## src/sbcr_pkg.sv

```systemverilog
// Purpose: constants and carrier types of the startup / identification register group
// Assumes: byte-wide registers behind a 16-bit register address
// Notes: reset values of order-dependent fields come from the fuse store at run time
package sbcr_pkg;
    // register offsets
    localparam logic [15:0] SBCR_OFS_BOOT_SEL = 16'h0000;
    localparam logic [15:0] SBCR_OFS_EE_ADDR = 16'h0001;
    localparam logic [15:0] SBCR_OFS_ID_HIGH = 16'h0002;
    localparam logic [15:0] SBCR_OFS_ID_MID = 16'h0003;
    localparam logic [15:0] SBCR_OFS_ID_LOW = 16'h0004;
    localparam logic [15:0] SBCR_OFS_VARIANT = 16'h0005;
    // register block ranges
    localparam logic [15:0] SBCR_STARTUP_LO = 16'h0000;
    localparam logic [15:0] SBCR_STARTUP_HI = 16'h0001;
    localparam logic [15:0] SBCR_IDENT_LO = 16'h0002;
    localparam logic [15:0] SBCR_IDENT_HI = 16'h0005;
    localparam logic [15:0] SBCR_SERIF_LO = 16'h0006;
    localparam logic [15:0] SBCR_SERIF_HI = 16'h0007;
    localparam logic [15:0] SBCR_PLLDIV_LO = 16'h0033;
    localparam logic [15:0] SBCR_PLLDIV_HI = 16'h003e;
    localparam logic [15:0] SBCR_OUTBUF_LO = 16'h003f;
    localparam logic [15:0] SBCR_OUTBUF_HI = 16'h0048;
    localparam logic [15:0] SBCR_OUTDIV_LO = 16'h0049;
    localparam logic [15:0] SBCR_OUTDIV_HI = 16'h008c;
    // field positions
    localparam int SBCR_RETRY_LSB = 3;
    localparam int SBCR_SKIP_FUSE_BIT = 1;
    localparam int SBCR_SKIP_EE_BIT = 0;
    localparam int SBCR_WIDE_BIT = 7;
    localparam int SBCR_SPEED_BIT = 0;
    // eeprom byte that carries the bus speed select
    localparam logic [15:0] SBCR_EE_SPEED_BYTE = 16'h0005;
    // reset values
    localparam logic [4:0] SBCR_RETRY_RST = 5'h01;
    localparam logic [7:0] SBCR_ADDR_RST = 8'h00;
    localparam logic [10:0] SBCR_VARIANT_RST = 11'h000;
    localparam logic [3:0] SBCR_REV_RST = 4'h3; // arbitrary value
    localparam logic [15:0] SBCR_PART_RST = 16'h5a17; // arbitrary value
    // constant low bit of the variant register
    localparam logic SBCR_VARIANT_B0 = 1'b1;

    // host access over the serial control port
    typedef struct packed {
        logic wr;
        logic rd;
        logic [15:0] addr;
        logic [7:0] wdata;
    } sbcr_req_t;

    // values delivered by the factory fuse store
    typedef struct packed {
        logic [4:0] retry_limit;
        logic skip_full_fuse_load;
        logic skip_eeprom_load;
        logic eeprom_wide_addressing;
        logic [6:0] eeprom_slave_address;
        logic [10:0] variant_code;
    } sbcr_fuse_t;

    // block selects for the address being accessed
    typedef struct packed {
        logic startup;
        logic ident;
        logic serial_if;
        logic pll_div;
        logic out_buf;
        logic out_div;
    } sbcr_sel_t;

    // boot sequencer states
    typedef enum logic [1:0] {
        SBCR_ST_FUSE,
        SBCR_ST_EE_START,
        SBCR_ST_EE_LOAD,
        SBCR_ST_READY
    } sbcr_state_t;
endpackage

```

## src/sbcr_retry_ctl.sv

```systemverilog
// Purpose: counts bus arbitration losses of the eeprom boot read
// Assumes: one arb_lost pulse per lost attempt
// Notes: the first attempt is never counted as a retry
`timescale 1ns/1ps
module sbcr_retry_ctl
    import sbcr_pkg::*;
(
    input wire logic core_clk,
    input wire logic rst_n,
    input wire logic start,
    input wire logic arb_lost,
    input wire logic [4:0] limit,
    output logic retry,
    output logic give_up
);
    logic [4:0] used; // retries already spent

    // limit reached: the next loss aborts
    wire exhausted = (used == limit);

    assign retry = arb_lost && !exhausted;
    assign give_up = arb_lost && exhausted;

    // cleared per load so a repeated boot gets the full budget
    always_ff @(posedge core_clk or negedge rst_n) begin
        if (!rst_n) begin
            used <= 5'h00;
        end else if (start) begin
            used <= 5'h00;
        end else if (retry) begin
            used <= 5'(used + 5'h01);
        end
    end
endmodule // sbcr_retry_ctl

```

## src/sbcr_startup_regs.sv

```systemverilog
// Purpose: startup control and identification registers with boot sequencing
// Assumes: serial port slave and boot read engine sit outside, on core_clk
// Notes: host accesses are refused while the eeprom boot load runs
//
// How it works
// - startup 0-1, ident 2-5, serial 6-7
// - pll 33-3E, buffers 3F-48, dividers 49-8C
// - retry field counts extra arbitration tries
// - skip bit chooses full or eight-byte fuse load
// - skip bit chooses eeprom overwrite or none
// - wide bit means two-byte eeprom addressing
// - offset 1 bits 6-0 are eeprom address
// - eleven-bit variant code, host writable once boot completes
// - nack or bad checksum aborts, flags failure
// - host ignored during eeprom boot load
// - eeprom byte 05 bit 0 selects fast
`timescale 1ns/1ps
module sbcr_startup_regs
    import sbcr_pkg::*;
(
    input wire logic core_clk,
    input wire logic rst_n,
    // host port from the serial control slave
    input wire logic host_valid,
    output logic host_ready,
    input wire sbcr_req_t host_req,
    output logic [7:0] host_rdata,
    output logic host_rdata_valid,
    output sbcr_sel_t host_sel,
    // factory fuse store
    input wire logic fuse_valid,
    input wire sbcr_fuse_t fuse_cfg,
    output logic fuse_load_full,
    // eeprom boot read engine
    output logic ee_start,
    output logic ee_retry,
    output logic ee_abort,
    output logic ee_two_byte_addr,
    output logic [6:0] ee_slave_addr,
    output logic ee_fast_speed,
    input wire logic ee_arb_lost,
    input wire logic ee_nack,
    input wire logic ee_crc_bad,
    input wire logic ee_done,
    input wire logic ee_byte_valid,
    input wire logic [15:0] ee_byte_addr,
    input wire logic [7:0] ee_byte_data,
    // status
    output logic boot_busy,
    output logic boot_load_failed
);
    // true when addr lies within lo..hi inclusive
    function automatic logic in_range(input logic [15:0] a, input logic [15:0] lo,
                                      input logic [15:0] hi);
        return (a >= lo) && (a <= hi);
    endfunction

    // register fields named as in the host map
    sbcr_state_t state; // boot sequencer state
    sbcr_state_t next_state;
    logic [4:0] eeprom_retry_limit; // startup register fields
    logic skip_full_fuse_load;
    logic skip_eeprom_load;
    logic eeprom_wide_addressing;
    logic [6:0] eeprom_slave_address;
    logic [3:0] silicon_revision; // identity fields
    logic [15:0] part_identifier;
    logic [10:0] variant_code;
    logic fuse_taken; // fuse values have been captured
    logic give_up; // arbitration budget spent

    // sequencer decodes
    wire in_fuse = (state == SBCR_ST_FUSE);
    wire in_load = (state == SBCR_ST_EE_LOAD);
    wire ready = (state == SBCR_ST_READY);
    // engine pulses outside the load are ignored,
    // so a stray one cannot fail an idle boot
    wire fail_evt = in_load && (ee_nack || ee_crc_bad || give_up);

    // host may only touch registers after boot completes
    // shut from reset on, so no write races the fuse preset
    assign host_ready = ready;
    wire host_wr = host_valid && host_ready && host_req.wr;
    wire host_rd = host_valid && host_ready && host_req.rd;

    // eeprom image writes land only while the load runs
    wire ee_wr = in_load && ee_byte_valid;

    // one write port shared by host and eeprom; they never overlap in time
    // eeprom wins the mux; the host port is shut then
    wire wr_en = host_wr || ee_wr;
    wire [15:0] wr_addr = ee_wr ? ee_byte_addr : host_req.addr;
    wire [7:0] wr_data = ee_wr ? ee_byte_data : host_req.wdata;

    // per register write strobes
    // unmapped offsets get no strobe: writes vanish
    wire wr_boot = wr_en && (wr_addr == SBCR_OFS_BOOT_SEL);
    wire wr_eaddr = wr_en && (wr_addr == SBCR_OFS_EE_ADDR);
    wire wr_idh = wr_en && (wr_addr == SBCR_OFS_ID_HIGH);
    wire wr_idm = wr_en && (wr_addr == SBCR_OFS_ID_MID);
    wire wr_idl = wr_en && (wr_addr == SBCR_OFS_ID_LOW);
    wire wr_var = wr_en && (wr_addr == SBCR_OFS_VARIANT);

    // block decode handed to the rest of the register map
    // follows the address even while the port is shut;
    // downstream blocks qualify it with their own accept
    assign host_sel.startup = in_range(host_req.addr, SBCR_STARTUP_LO,
                                       SBCR_STARTUP_HI);
    assign host_sel.ident = in_range(host_req.addr, SBCR_IDENT_LO,
                                     SBCR_IDENT_HI);
    assign host_sel.serial_if = in_range(host_req.addr, SBCR_SERIF_LO,
                                         SBCR_SERIF_HI);
    assign host_sel.pll_div = in_range(host_req.addr, SBCR_PLLDIV_LO,
                                       SBCR_PLLDIV_HI);
    assign host_sel.out_buf = in_range(host_req.addr, SBCR_OUTBUF_LO,
                                       SBCR_OUTBUF_HI);
    assign host_sel.out_div = in_range(host_req.addr, SBCR_OUTDIV_LO,
                                       SBCR_OUTDIV_HI);

    // read images; reserved bits read as zero
    // tying reserved bits low costs nothing
    wire [7:0] rd_boot = {eeprom_retry_limit, 1'b0, skip_full_fuse_load, skip_eeprom_load};
    wire [7:0] rd_eaddr = {eeprom_wide_addressing, eeprom_slave_address};
    wire [7:0] rd_idh = {silicon_revision, part_identifier[15:12]};
    wire [7:0] rd_idm = part_identifier[11:4];
    wire [7:0] rd_idl = {part_identifier[3:0], variant_code[10:7]};
    wire [7:0] rd_var = {variant_code[6:0], SBCR_VARIANT_B0};

    // read mux; unmapped offsets answer zero
    // exact offsets keep this mux small
    logic [7:0] rd_mux;
    always_comb begin
        case (host_req.addr)
            SBCR_OFS_BOOT_SEL: rd_mux = rd_boot;
            SBCR_OFS_EE_ADDR: rd_mux = rd_eaddr;
            SBCR_OFS_ID_HIGH: rd_mux = rd_idh;
            SBCR_OFS_ID_MID: rd_mux = rd_idm;
            SBCR_OFS_ID_LOW: rd_mux = rd_idl;
            SBCR_OFS_VARIANT: rd_mux = rd_var;
            default: rd_mux = 8'h00;
        endcase
    end

    // boot sequencer: fuse, then optional eeprom, then open to the host
    // READY is terminal: one boot per reset, so a
    // late engine pulse cannot restart the load
    always_comb begin
        next_state = state;
        case (state)
            SBCR_ST_FUSE: begin
                // fuse settled; eeprom decision uses the fresh fuse bit
                if (fuse_taken) begin
                    next_state = skip_eeprom_load ? SBCR_ST_READY
                                                  : SBCR_ST_EE_START;
                end
            end
            SBCR_ST_EE_START: next_state = SBCR_ST_EE_LOAD;
            SBCR_ST_EE_LOAD: begin
                // failure and completion both end the load
                if (fail_evt || ee_done) begin
                    next_state = SBCR_ST_READY;
                end
            end
            SBCR_ST_READY: next_state = SBCR_ST_READY;
            default: next_state = SBCR_ST_FUSE;
        endcase
    end

    // state register
    // async clear shuts the port at once
    always_ff @(posedge core_clk or negedge rst_n) begin
        if (!rst_n) begin
            state <= SBCR_ST_FUSE;
        end else begin
            state <= next_state;
        end
    end

    // fuse capture happens once, before any eeprom traffic
    // a long fuse_valid still presets only once
    always_ff @(posedge core_clk or negedge rst_n) begin
        if (!rst_n) begin
            fuse_taken <= 1'b0;
        end else if (in_fuse && fuse_valid) begin
            fuse_taken <= 1'b1;
        end
    end

    // startup control registers: fuse preset, then eeprom or host writes
    // reset values hold only until the fuse word;
    // eeprom image and host may overwrite any field
    always_ff @(posedge core_clk or negedge rst_n) begin
        if (!rst_n) begin
            eeprom_retry_limit <= SBCR_RETRY_RST;
            skip_full_fuse_load <= 1'b0;
            skip_eeprom_load <= 1'b1;
            eeprom_wide_addressing <= SBCR_ADDR_RST[SBCR_WIDE_BIT];
            eeprom_slave_address <= SBCR_ADDR_RST[6:0];
        end else if (in_fuse && fuse_valid && !fuse_taken) begin
            eeprom_retry_limit <= fuse_cfg.retry_limit;
            skip_full_fuse_load <= fuse_cfg.skip_full_fuse_load;
            skip_eeprom_load <= fuse_cfg.skip_eeprom_load;
            eeprom_wide_addressing <= fuse_cfg.eeprom_wide_addressing;
            eeprom_slave_address <= fuse_cfg.eeprom_slave_address;
        end else begin
            if (wr_boot) begin
                eeprom_retry_limit <= wr_data[7:SBCR_RETRY_LSB];
                skip_full_fuse_load <= wr_data[SBCR_SKIP_FUSE_BIT];
                skip_eeprom_load <= wr_data[SBCR_SKIP_EE_BIT];
            end
            if (wr_eaddr) begin
                eeprom_wide_addressing <= wr_data[SBCR_WIDE_BIT];
                eeprom_slave_address <= wr_data[6:0];
            end
        end
    end

    // identity registers: writable, variant code preset from fuse
    // revision and part id have no fuse source
    always_ff @(posedge core_clk or negedge rst_n) begin
        if (!rst_n) begin
            silicon_revision <= SBCR_REV_RST;
            part_identifier <= SBCR_PART_RST;
            variant_code <= SBCR_VARIANT_RST;
        end else if (in_fuse && fuse_valid && !fuse_taken) begin
            variant_code <= fuse_cfg.variant_code;
        end else begin
            if (wr_idh) begin
                silicon_revision <= wr_data[7:4];
                part_identifier[15:12] <= wr_data[3:0];
            end
            if (wr_idm) begin
                part_identifier[11:4] <= wr_data;
            end
            if (wr_idl) begin
                part_identifier[3:0] <= wr_data[7:4];
                variant_code[10:7] <= wr_data[3:0];
            end
            if (wr_var) begin
                variant_code[6:0] <= wr_data[7:1];
            end
        end
    end

    // eeprom speed: slow until image byte 05 asks for fast
    // cleared at start so each load begins slow
    always_ff @(posedge core_clk or negedge rst_n) begin
        if (!rst_n) begin
            ee_fast_speed <= 1'b0;
        end else if (state == SBCR_ST_EE_START) begin
            ee_fast_speed <= 1'b0;
        end else if (ee_wr && (ee_byte_addr == SBCR_EE_SPEED_BYTE)) begin
            ee_fast_speed <= ee_byte_data[SBCR_SPEED_BIT];
        end
    end

    // failure flag stays set; a later boot does not occur without reset
    // only reset clears it, so it can be read late
    always_ff @(posedge core_clk or negedge rst_n) begin
        if (!rst_n) begin
            boot_load_failed <= 1'b0;
        end else if (fail_evt) begin
            boot_load_failed <= 1'b1;
        end
    end

    // read data is registered at the edge that accepts the read
    // rdata keeps its value between reads
    always_ff @(posedge core_clk or negedge rst_n) begin
        if (!rst_n) begin
            host_rdata <= 8'h00;
            host_rdata_valid <= 1'b0;
        end else begin
            host_rdata_valid <= host_rd;
            if (host_rd) begin
                host_rdata <= rd_mux;
            end
        end
    end

    // engine controls
    // straight from the registers, no extra delay; ee_abort follows the engine inputs
    assign ee_start = (state == SBCR_ST_EE_START);
    assign ee_abort = fail_evt;
    assign ee_two_byte_addr = eeprom_wide_addressing;
    assign ee_slave_addr = eeprom_slave_address;
    assign fuse_load_full = !skip_full_fuse_load;
    assign boot_busy = !ready;

    // arbitration retry budget
    // restarts on ee_start: each load gets the full budget
    sbcr_retry_ctl u_retry (
        .core_clk(core_clk),
        .rst_n(rst_n),
        .start(ee_start),
        .arb_lost(ee_arb_lost && in_load),
        .limit(eeprom_retry_limit),
        .retry(ee_retry),
        .give_up(give_up)
    );
endmodule // sbcr_startup_regs

```

## config.mk

```make
export PLATFORM = sky130hd
export DESIGN_NAME = sbcr_startup_regs
export DESIGN_NICKNAME = d
export VERILOG_FILES = /design/src/sbcr_pkg.sv /design/src/sbcr_retry_ctl.sv /design/src/sbcr_startup_regs.sv
export SDC_FILE = /design/constraint.sdc
export NUM_CORES = 1
export LEC_CHECK = 0
export CORE_ASPECT_RATIO = 2
export CORE_MARGIN = 4
export CORE_UTILIZATION = 60
export CTS_BUF_LIST = sky130_fd_sc_hd__clkbuf_8
export DETAILED_ROUTE_END_ITERATION = 8
export DONT_BUFFER_PORTS = 1
export PLACE_DENSITY_LB_ADDON = 0.15
export SLEW_MARGIN = 5
export SYNTH_ARGS = -nofsm -noshare
export SYNTH_HDL_FRONTEND = slang
export SYNTH_SLANG_ARGS = --single-unit
```

## constraint.sdc

```tcl
create_clock -name core_clk -period 5.88 [get_ports core_clk]
set_input_delay 0 -clock core_clk [delete_from_list [all_inputs] [get_ports core_clk]]
set_output_delay 0 -clock core_clk [all_outputs]
set_load 0.02 [all_outputs]
```

* Word-level counts from Yosys, hierarchy flattened
Cells that the tools add are included.
** Cells by class
- $add $sub $neg :: 1
- Magnitude comparators :: 12
- Eq/ne operators :: 17
- Multiplexer cells :: 24
- Bitwise logic cells :: 1
- Reductions and logical operators :: 44
** Operators with widths (number)
- == test 16 x 3 -> 1 bit, second input constant :: 5
- == test 16 x 2 -> 1 bit, second input constant :: 4
- case mux 8 bit (6 select lines) :: 1
- == test 16 x 1 -> 1 bit, second input constant :: 2
- greater-or-equal comparator 16 x 6 -> 1 bit, second input constant :: 2
- less-or-equal comparator 16 x 3 -> 1 bit, second input constant :: 2
- zero test 16 bit :: 2
- logical AND 1 bit :: 23
- two-way mux 7 bit :: 3
- two-way mux 5 bit :: 4
- greater-or-equal comparator 16 x 1 -> 1 bit, second input constant :: 1
- greater-or-equal comparator 16 x 2 -> 1 bit, second input constant :: 1
- greater-or-equal comparator 16 x 3 -> 1 bit, second input constant :: 1
- greater-or-equal comparator 16 x 7 -> 1 bit, second input constant :: 1
- less-or-equal comparator 16 x 1 -> 1 bit, second input constant :: 1
- less-or-equal comparator 16 x 6 -> 1 bit, second input constant :: 1
- less-or-equal comparator 16 x 7 -> 1 bit, second input constant :: 1
- less-or-equal comparator 16 x 8 -> 1 bit, second input constant :: 1
- two-way mux 16 bit :: 1
- nonzero test 2 bit :: 6
- two-way mux 11 bit :: 1
- two-way mux 1 bit :: 8
- two-way mux 8 bit :: 1
- case mux 2 bit (4 select lines) :: 1
- other kinds (13) :: 25
** Word-level totals
- Flip-flop bits (word level) :: 65
- Word-level logic and storage cells :: 117

* Logic depth before layout (Yosys ltp)
Gate-level depths: netlist of run 1.
- Word-level depth :: 8
- Depth in mapped cells :: 8
- Mapped depth without buffers :: 5

* Modules after synthesis
A second synthesis of run 1 with hierarchy kept.
** Unflattened totals
- Cell total of the unflattened synthesis :: 384
- Area, all modules :: 3892.5 um^2
** By module, submodules not included
- sbcr_startup_regs :: instances 1, cells each 346, area each 3519.6 um^2, sequential area each 1516.5 um^2
- sbcr_retry_ctl :: instances 1, cells each 38, area each 372.9 um^2, sequential area each 125.1 um^2

* Least setup slack after synthesis of run 1
No wires, ideal clock.
- Path type :: reg-to-reg
- From :: register state[0]
- To :: register part_identifier[10]
- Setup time :: 0.125 ns
- Data arrival time :: 2.052 ns
- Required time :: 5.755 ns
- Slack :: 3.703 ns
- Stages on the path, launching flop included :: 6
- Path buffers :: 0
- Clock period less this slack :: 2.177 ns
- Path through :: dfrtp_1 -> nand3b_4 -> or4b_1 -> a21oi_2 -> nor3b_4 -> mux2_2
** On the way
- Longest elaborated chain between the ends :: 6
- Elaborated cells between the ends (all ways) :: 15
** RTL lines
- start, declared :: line sbcr_startup_regs.sv:59 : sbcr_state_t state;
- start signal, assigned :: line sbcr_startup_regs.sv:175 : state <= next_state;
- == test 2 bit, on equally long branches :: line sbcr_startup_regs.sv:74, sbcr_startup_regs.sv:75
- logical AND 1 bit, on equally long branches :: line sbcr_startup_regs.sv:87, sbcr_startup_regs.sv:83
- two-way mux 16 bit / logical AND 1 bit (equally long branches) :: line sbcr_startup_regs.sv:92, sbcr_startup_regs.sv:83
- == test 16 x 2 -> 1 bit / logical OR 1 bit (equally long branches) :: line sbcr_startup_regs.sv:100, sbcr_startup_regs.sv:91
- logical AND 1 bit :: line sbcr_startup_regs.sv:100 : wire wr_idm = wr_en && (wr_addr == SBCR_OFS_ID_MID);
- AND reduction 2 bit (no source line)
- end signal, assigned :: line sbcr_startup_regs.sv:233 : part_identifier[11:4] <= wr_data;
- end, declared :: line sbcr_startup_regs.sv:67 : logic [15:0] part_identifier;
Parallel ways exist; a longest one is shown, timed or not.
A chain may end at the register's enable or synchronous reset.

* Worst setup path after layout of run 1
- From :: register state[0]
- To :: register ee_fast_speed
** On the way
- Longest elaborated chain between the ends :: 4
- Elaborated cells between the ends (all ways) :: 6
** RTL lines
- == test 2 bit :: line sbcr_startup_regs.sv:74 : wire in_load = (state == SBCR_ST_EE_LOAD);
- logical AND 1 bit :: line sbcr_startup_regs.sv:87 : wire ee_wr = in_load && ee_byte_valid;
- logical AND 1 bit :: line sbcr_startup_regs.sv:252 : end else if (ee_wr && (ee_byte_addr == SBCR_EE_SPEED_BYTE)) begin
- nonzero test 2 bit (no source line)
- end signal, assigned :: line sbcr_startup_regs.sv:253 : ee_fast_speed <= ee_byte_data[SBCR_SPEED_BIT];
- end, declared :: line sbcr_startup_regs.sv:40 : output logic ee_fast_speed,
Parallel ways exist; a longest one is shown, timed or not.

==> reports/metrics.yaml, run 1 <==
track_usage_pct: 27.0
hold_class: "input port to flip-flop"
skew_ns: 0.00651
power_frac_comb_pct: 11.2
min_period_ns: 2.78
fmaxAchievable_mhz: 359
synth_top_flop_cell: "dfrtp_1"
total_leakage_power_nw: 1.76
postRouteAntennaNets: 0
wl_mm: 9.75
grt_setup_unrepaired: "no"
critPathCaptureType: "flip-flop"
fin_nets: 468
synth_top_area_cell: "dfrtp_1"
critPathLaunchType: "flip-flop"
clkTransAtPathRegs_ns: 0.07
first_pass_iters: 5
worstPathMaxFanout: 18
grt-ovfl-total: 0
cts_root_buf: "clkbuf_8"
start_util_pct: 61.6
power.switching_mw: 0.248
power.share.clock_pct: 36.7
crit_path_start: "state[0]"
syn_nets: 433
vdd_drop_max_v: 0.000156
worstSetupPathType: "flip-flop to flip-flop"
cts_tree: "built"
die_area_um2: 7570
viasPerCell: 6.47
grt_start_max_net_pins: 66
synth_edf_count: 0
cts_buffers: 9
ys_ff_latch: 65
fillers: 433
synthTopCellsByArea: "dfrtp_1 36%, mux2_2 9.1%, mux2i_1 8.7%"
intPower_mw: 0.729
drive_gt1_share_pct: 20.4
drt_iter0_markers: 175
total_power_mw: 0.976
hpwl_mm: 6.79
vias: 2910
area_growth_pct: 17.1
synthArstFlopShare_pct: 100
slew_headroom_pct: 26.2
hold_path_startpoint: "host_req[8]"
ys_warn_count: 0
p_per_area_nw_per_um2: 225
coreArea_um2: 6010
fp.dieH_um: 119
timing.final.crit_share_pct: 47.3
clk-insertion-delay-late_ns: 0.34
place.gp.congestion: 0.817
place.port_buffers: 0
clockBufferDepth: 2
grt_pass1_vias: 3013
slew_violations: 0
status: "finished clean"
die-width_um: 63.5
io_pins: 116
tritoncts_num_sinks: 65
n_antenna_cell: 0
netSwitchingFraction_pct: 25.4
grt_pass1_wl_mm: 15.5
setup_viol: 0
rr_startpoint: "state[0]"
antenna_found_initial: 0
syn_area_um2: 3700
wl_per_cell_um: 21.7
synth_seq_area_share_pct: 44.4
syn_area_per_cell_um2: 10.7
yosysUniqueCellTypes: 54
tns_ns: 0
sequentialPowerShare_pct: 52.1
netlist_instances: 347
post-route-drc-count: 0
tightest_slew_ns: 1.10
htreeDepth: 3
cp.required_ns: 6.07
arrival_ns: 2.98
row_count: 40
final_hold_viol_count: 0
cap_violations: 0
synth.top_cell.area_share_pct: 35.8
[power groups by stage]
stage / sequential, mW / clock, mW / combinational [mW]
2_1_floorplan: 0.507 / 0 / 0.0714
3_3_place_gp: 0.515 / 0 / 0.0759
3_5_place_dp: 0.516 / 0 / 0.0787
4_1_cts: 0.508 / 0.367 / 0.110
5_1_grt: 0.511 / 0.386 / 0.121
6_report: 0.508 / 0.358 / 0.110
[per-stage QoR]
step           instances  setup WS [ns]  util [%]  hold slack (ns)  instance area (um^2)
2_1_floorplan        347           3.70         -           -0.296                  3700
3_3_place_gp         394           3.37      62.0           -0.294                  3720
3_5_place_dp         394           3.28      62.0           -0.294                  3720
4_1_cts              450           3.24      72.2         0.000140                  4330
5_1_grt              450           2.95      72.2           0.0260                  4330
6_report             450           3.10      72.2           0.0246                  4330
[flip-flops by register name (all words and copies together) (netlist names)]
name                 flops
skip_full_fuse_load      1
u_retry.used             5
boot_load_failed         1
variant_code            11
host_rdata_valid         1
part_identifier         16
ee_fast_speed            1
ee_two_byte_addr         1
fuse_taken               1
state                    2
host_rdata               8
ee_slave_addr            7
eeprom_retry_limit       5
skip_eeprom_load         1
silicon_revision         4
[synthesized netlist by cell type, drive strengths merged (2+ instances only)]
cell type  instances
a21oi             13
nand3              3
nand2b             2
a21o               3
dfstp             12
mux2              30
nor4b              3
and2               3
o31a               2
xor2               5
xnor2              4
nor3b              5
a221o              5
nand4b             3
inv                4
nor2              25
nor4              10
nor2b              2
nand2             40
nand3b             5
mux4               6
clkbuf             8
nor3               6
a22o               2
a22oi              2
o21ai             27
a2111oi            2
a31oi              2
dfrtp             53
buf               10
or2                2
mux2i             32
or4                2
[what timing repair did]
| action | 4_1_cts | 5_1_grt |
|---|---|---|
| hold endpoints to repair | 106 | 0 |
| gates resized for setup | 0 | 0 |
| buffers inserted | 0 | 0 |
| hold buffers | 40 | 0 |
[path summary, 6_finish.rpt]
check                                      endpoint  slack (ns)  cells after the start
worst max-delay path                  ee_fast_speed        3.10                      6
worst min-delay path                  host_rdata[2]        0.02                      3
worst max register to register        ee_fast_speed        3.10                      6
worst min register to register      variant_code[2]        0.49                      1
max in group asynchronous        part_identifier[2]        5.36                      2
min in group asynchronous       skip_full_fuse_load        0.19                      2
[critical path: stages (launching register included)]
cell           delay, ns
dfrtp_1             0.46
nand3b_4            0.36
nand4b_1            0.49
nor4_1              0.43
mux2i_1             0.25
dlygate4sd3_1       0.60
nor2_1              0.05
[metal layers]
| metal | part of all wire (%) | vias up | wire length, um | track usage [%] |
|---|---|---|---|---|
| met1 | 37 | 1400 | 3580 | 30.0 |
| met4 | 2.5 | 0 | 244 | 11.5 |
| met2 | 55 | 133 | 5320 | 48.5 |
| met5 | 0 | - | 0 | 0 |
| li1 | - | 1349 | - | - |
| met3 | 6.2 | 28 | 604 | 5.66 |
[area by class of cell]
type | instances | area (um^2) | area share (%)
tap | 63 | 78.8 | 1.82
timing repair buffer | 42 | 433 | 9.99
multi-input combinational | 260 | 1970 | 45.5
clock buffer | 13 | 179 | 4.13
sequential | 65 | 1640 | 37.9
clock inverter | 3 | 13.8 | 0.318
inverter | 4 | 15.0 | 0.346
[cell families (layout without fill, tap and decap cells)]
group           Yosys count  count (layout)  synth area share (%)
simple gates            116             116                  17.4
fa+ha+maj                 1               1                 0.338
buf+inv                  22              62                  2.54
xor+xnor                  9               9                  2.13
flops                    65              65                  44.4
mux                      68              68                  21.4
compound gates           66              66                  11.8
[cells in the final DEF (no fill, tap or decap), drive strengths merged, types with 6 or more instances in the layout]
master	count
nand2	40
a21oi	13
dlygate4sd3	39
clkbuf	13
mux2i	32
dfstp	12
nor3	6
mux4	6
nor2	25
nor4	10
dfrtp	53
mux2	30
o21ai	27
Note: power is estimated with default switching activity, not from simulation.
==> run 2: changes to the inputs <==
--- a/config.mk
+++ b/config.mk
@@ -5,6 +5,7 @@
 export SDC_FILE = /design/constraint.sdc
 export NUM_CORES = 1
 export LEC_CHECK = 0
+export ABC_AREA = 1
 export CORE_ASPECT_RATIO = 2
 export CORE_MARGIN = 4
 export CORE_UTILIZATION = 60
==> constraint.sdc (replaced) <==
create_clock -name core_clk -period 2.8 [get_ports core_clk]
set_input_delay 0 -clock core_clk [delete_from_list [all_inputs] [get_ports core_clk]]
set_output_delay 0 -clock core_clk [all_outputs]
set_load 0.02 [all_outputs]
==> reports/metrics.yaml, run 2 <==
grt_pass1_wl_mm: 19.8  # was 15.5 mm
ys_warn_count: 0  # unchanged
postRouteAntennaNets: 0  # unchanged
hpwl_mm: 9.18  # was 6.79 mm
timing.final.crit_share_pct: 92.7  # was 47.3%
skew_ns: 0.0105  # was 0.00651 ns
syn_nets: 694  # was 433
synth_top_area_cell: "dfrtp_1"  # unchanged
pre_cts_ws_ns: 0.424  # was 3.28 ns
ys_ff_latch: 65  # unchanged
syn_area_um2: 4200  # was 3700 um^2
start_util_pct: 62.5  # was 61.6%
hold_class: "input port to flip-flop"  # unchanged
multi_input_area_um2: 2200  # was 1970 um^2
arrival_ns: 2.83  # was 2.98 ns
synthArstFlopShare_pct: 100  # unchanged
critPathLaunchType: "flip-flop"  # unchanged
wl_per_cell_um: 17.0  # was 21.7 um
worstPathMaxFanout: 21  # was 18
regMostFlops: "part_identifier"  # unchanged
antenna_found_initial: 0  # unchanged
register_area_um2: 1640  # unchanged
syn_area_per_cell_um2: 6.91  # was 10.7 um^2
vias: 4290  # was 2,910
final_common_cell: "nand2_1"  # was dfrtp_1
cap_violations: 0  # unchanged
critPathCaptureType: "flip-flop"  # unchanged
final_hold_viol_count: 0  # unchanged
grt_start_max_net_pins: 66  # unchanged
n_antenna_cell: 0  # unchanged
vdd_drop_max_v: 0.000324  # was 0.000156 V
slew_violations: 0  # unchanged
coreArea_um2: 6730  # was 6010 um^2
place.gp.congestion: 0.915  # was 0.817
grt_pass1_vias: 4256  # was 3,013
final_cell_mix: "202 x nand2_1, 85 x nand3_1, 67 x inv_1"  # was 53 x dfrtp_1, 40 x nand2_1, 39 x dlygate4sd3_1
drive_gt1_share_pct: 12.1  # was 20.4%
fin_area_um2: 4970  # was 4330 um^2
htreeDepth: 3  # unchanged
worstSetupPathType: "flip-flop to flip-flop"  # unchanged
fin_nets: 742  # was 468
viasPerCell: 5.73  # was 6.47
synthTopCellsByCount: "202 x nand2_1, 86 x nand3_1, 67 x inv_1"  # was 53 x dfrtp_1, 40 x nand2_1, 32 x mux2i_1
cts_root_buf: "clkbuf_8"  # unchanged
netlist_instances: 608  # was 347
wl_mm: 12.7  # was 9.75 mm
tightest_slew_ns: 0.593  # was 1.10 ns
row_count: 42  # was 40
tns_ns: 0  # unchanged
die-width_um: 67.2  # was 63.5 um
setup_viol: 0  # unchanged
clk-insertion-delay-late_ns: 0.36  # was 0.34 ns
min_period_ns: 2.60  # was 2.78 ns
area_growth_pct: 18.1  # was 17.1%
top_regs: "part_identifier x16, variant_code x11, host_rdata x8"  # unchanged
largest_register_ffs: 16  # unchanged
synth_seq_area_share_pct: 39.0  # was 44.4%
setup_ws_ns: 0.205  # was 3.10 ns
drt_iter0_markers: 255  # was 175
place.port_buffers: 0  # unchanged
fp.dieH_um: 126  # was 119 um
p_per_area_nw_per_um2: 388  # was 225 nW/um^2
whs_ns: 0.00935  # was 0.0246 ns
synth.most_common_cell: "nand2_1"  # was dfrtp_1
cts_tree: "built"  # unchanged
clockBufferDepth: 2  # unchanged
status: "finished clean"  # unchanged
die_area_um2: 8490  # was 7570 um^2
grt-ovfl-total: 0  # unchanged
first_pass_iters: 5  # unchanged
yosysUniqueCellTypes: 34  # was 54
fmaxAchievable_mhz: 385  # was 359 MHz
post-route-drc-count: 0  # unchanged
cts_buffers: 9  # unchanged
total_leakage_power_nw: 2.68  # was 1.76 nW
synth_top_flop_cell: "dfrtp_1"  # unchanged
fillers: 553  # was 433
io_pins: 116  # unchanged
synth_edf_count: 0  # unchanged
slew_headroom_pct: 60.3  # was 26.2%
clkTransAtPathRegs_ns: 0.06  # was 0.07 ns
cp.required_ns: 3.03  # was 6.07 ns
grt_setup_unrepaired: "no"  # unchanged
synth.top_cell.area_share_pct: 31.5  # was 35.8%
tritoncts_num_sinks: 65  # unchanged
synthTopCellsByArea: "dfrtp_1 32%, nand2_1 18%, nand3_1 10%"  # was dfrtp_1 36%, mux2_2 9.1%, mux2i_1 8.7%
placed_area_um2: 4290  # was 3720 um^2
total_power_mw: 1.93  # was 0.976 mW
track_usage_pct: 30.9  # was 27.0%
[run 2: cells by family after synthesis]
family	count (synthesis)	synth area share [%]
compound gates	58	8.18
buf+inv	89	9.02
flops	65	39.0
xor+xnor	7	1.46
fa+ha+maj	1	0.298
simple gates	388	42.0
[run 2: final cells by class]
cell class	count	share of cell area [%]
sequential	65	33.1
multi-input combinational	454	44.3
clock inverter	6	1.31
timing repair buffer	56	11.1
clock buffer	10	2.77
tap	88	2.22
inverter	70	5.29
[run 2: worst paths after layout]
check,startpoint,to,slack [ns],cells past startpoint
setup / recovery,state[0],ee_fast_speed,0.20,8
hold / removal,ee_arb_lost,state[0],0.009,4
setup reg to reg,state[0],ee_fast_speed,0.20,8
hold reg to reg,part_identifier[4],part_identifier[4],0.47,2
max in group asynchronous,rst_n,part_identifier[12],2.26,2
min in group asynchronous,rst_n,ee_fast_speed,0.20,2
[run 2: worst max-delay path, stage by stage (launching register included)]
cell,delay [ns]
dfrtp_1,0.44
inv_2,0.13
nand3_4,0.24
nor2_1,0.21
nand4_1,0.14
o21ai_0,0.15
dlygate4sd3_1,0.57
a21oi_1,0.04
dlygate4sd3_1,0.55
[run 2: per-stage QoR]
stage                     util [%]  cells
after CTS                     73.7    749
after floorplan                  -    608
after global routing          73.8    749
final                         73.8    749
after global placement        63.7    688
after detailed placement      63.7    688
[run 2: power breakdown]
part           switching (mW)  leakage [nW]  total (mW)  internal, mW
logic                   0.100          1.73       0.169        0.0688
registers             0.00351         0.843       0.945         0.942
clock network           0.377         0.103       0.813         0.436
[run 2: repair_timing]
item	4_1_cts	5_1_grt
endpoints found under the hold margin	105	0
resized for setup	0	1
setup endpoints to repair	0	1
setup buffers	0	0
hold buffers	45	0
[run 2: layer usage]
layer	vias to the layer above	share of wire, %	GRT usage, %
met3	68	7.5	6.37
met1	1946	33	31.5
met5	-	0	0
met2	227	52	53.2
li1	2049	-	-
met4	0	7.1	22.2
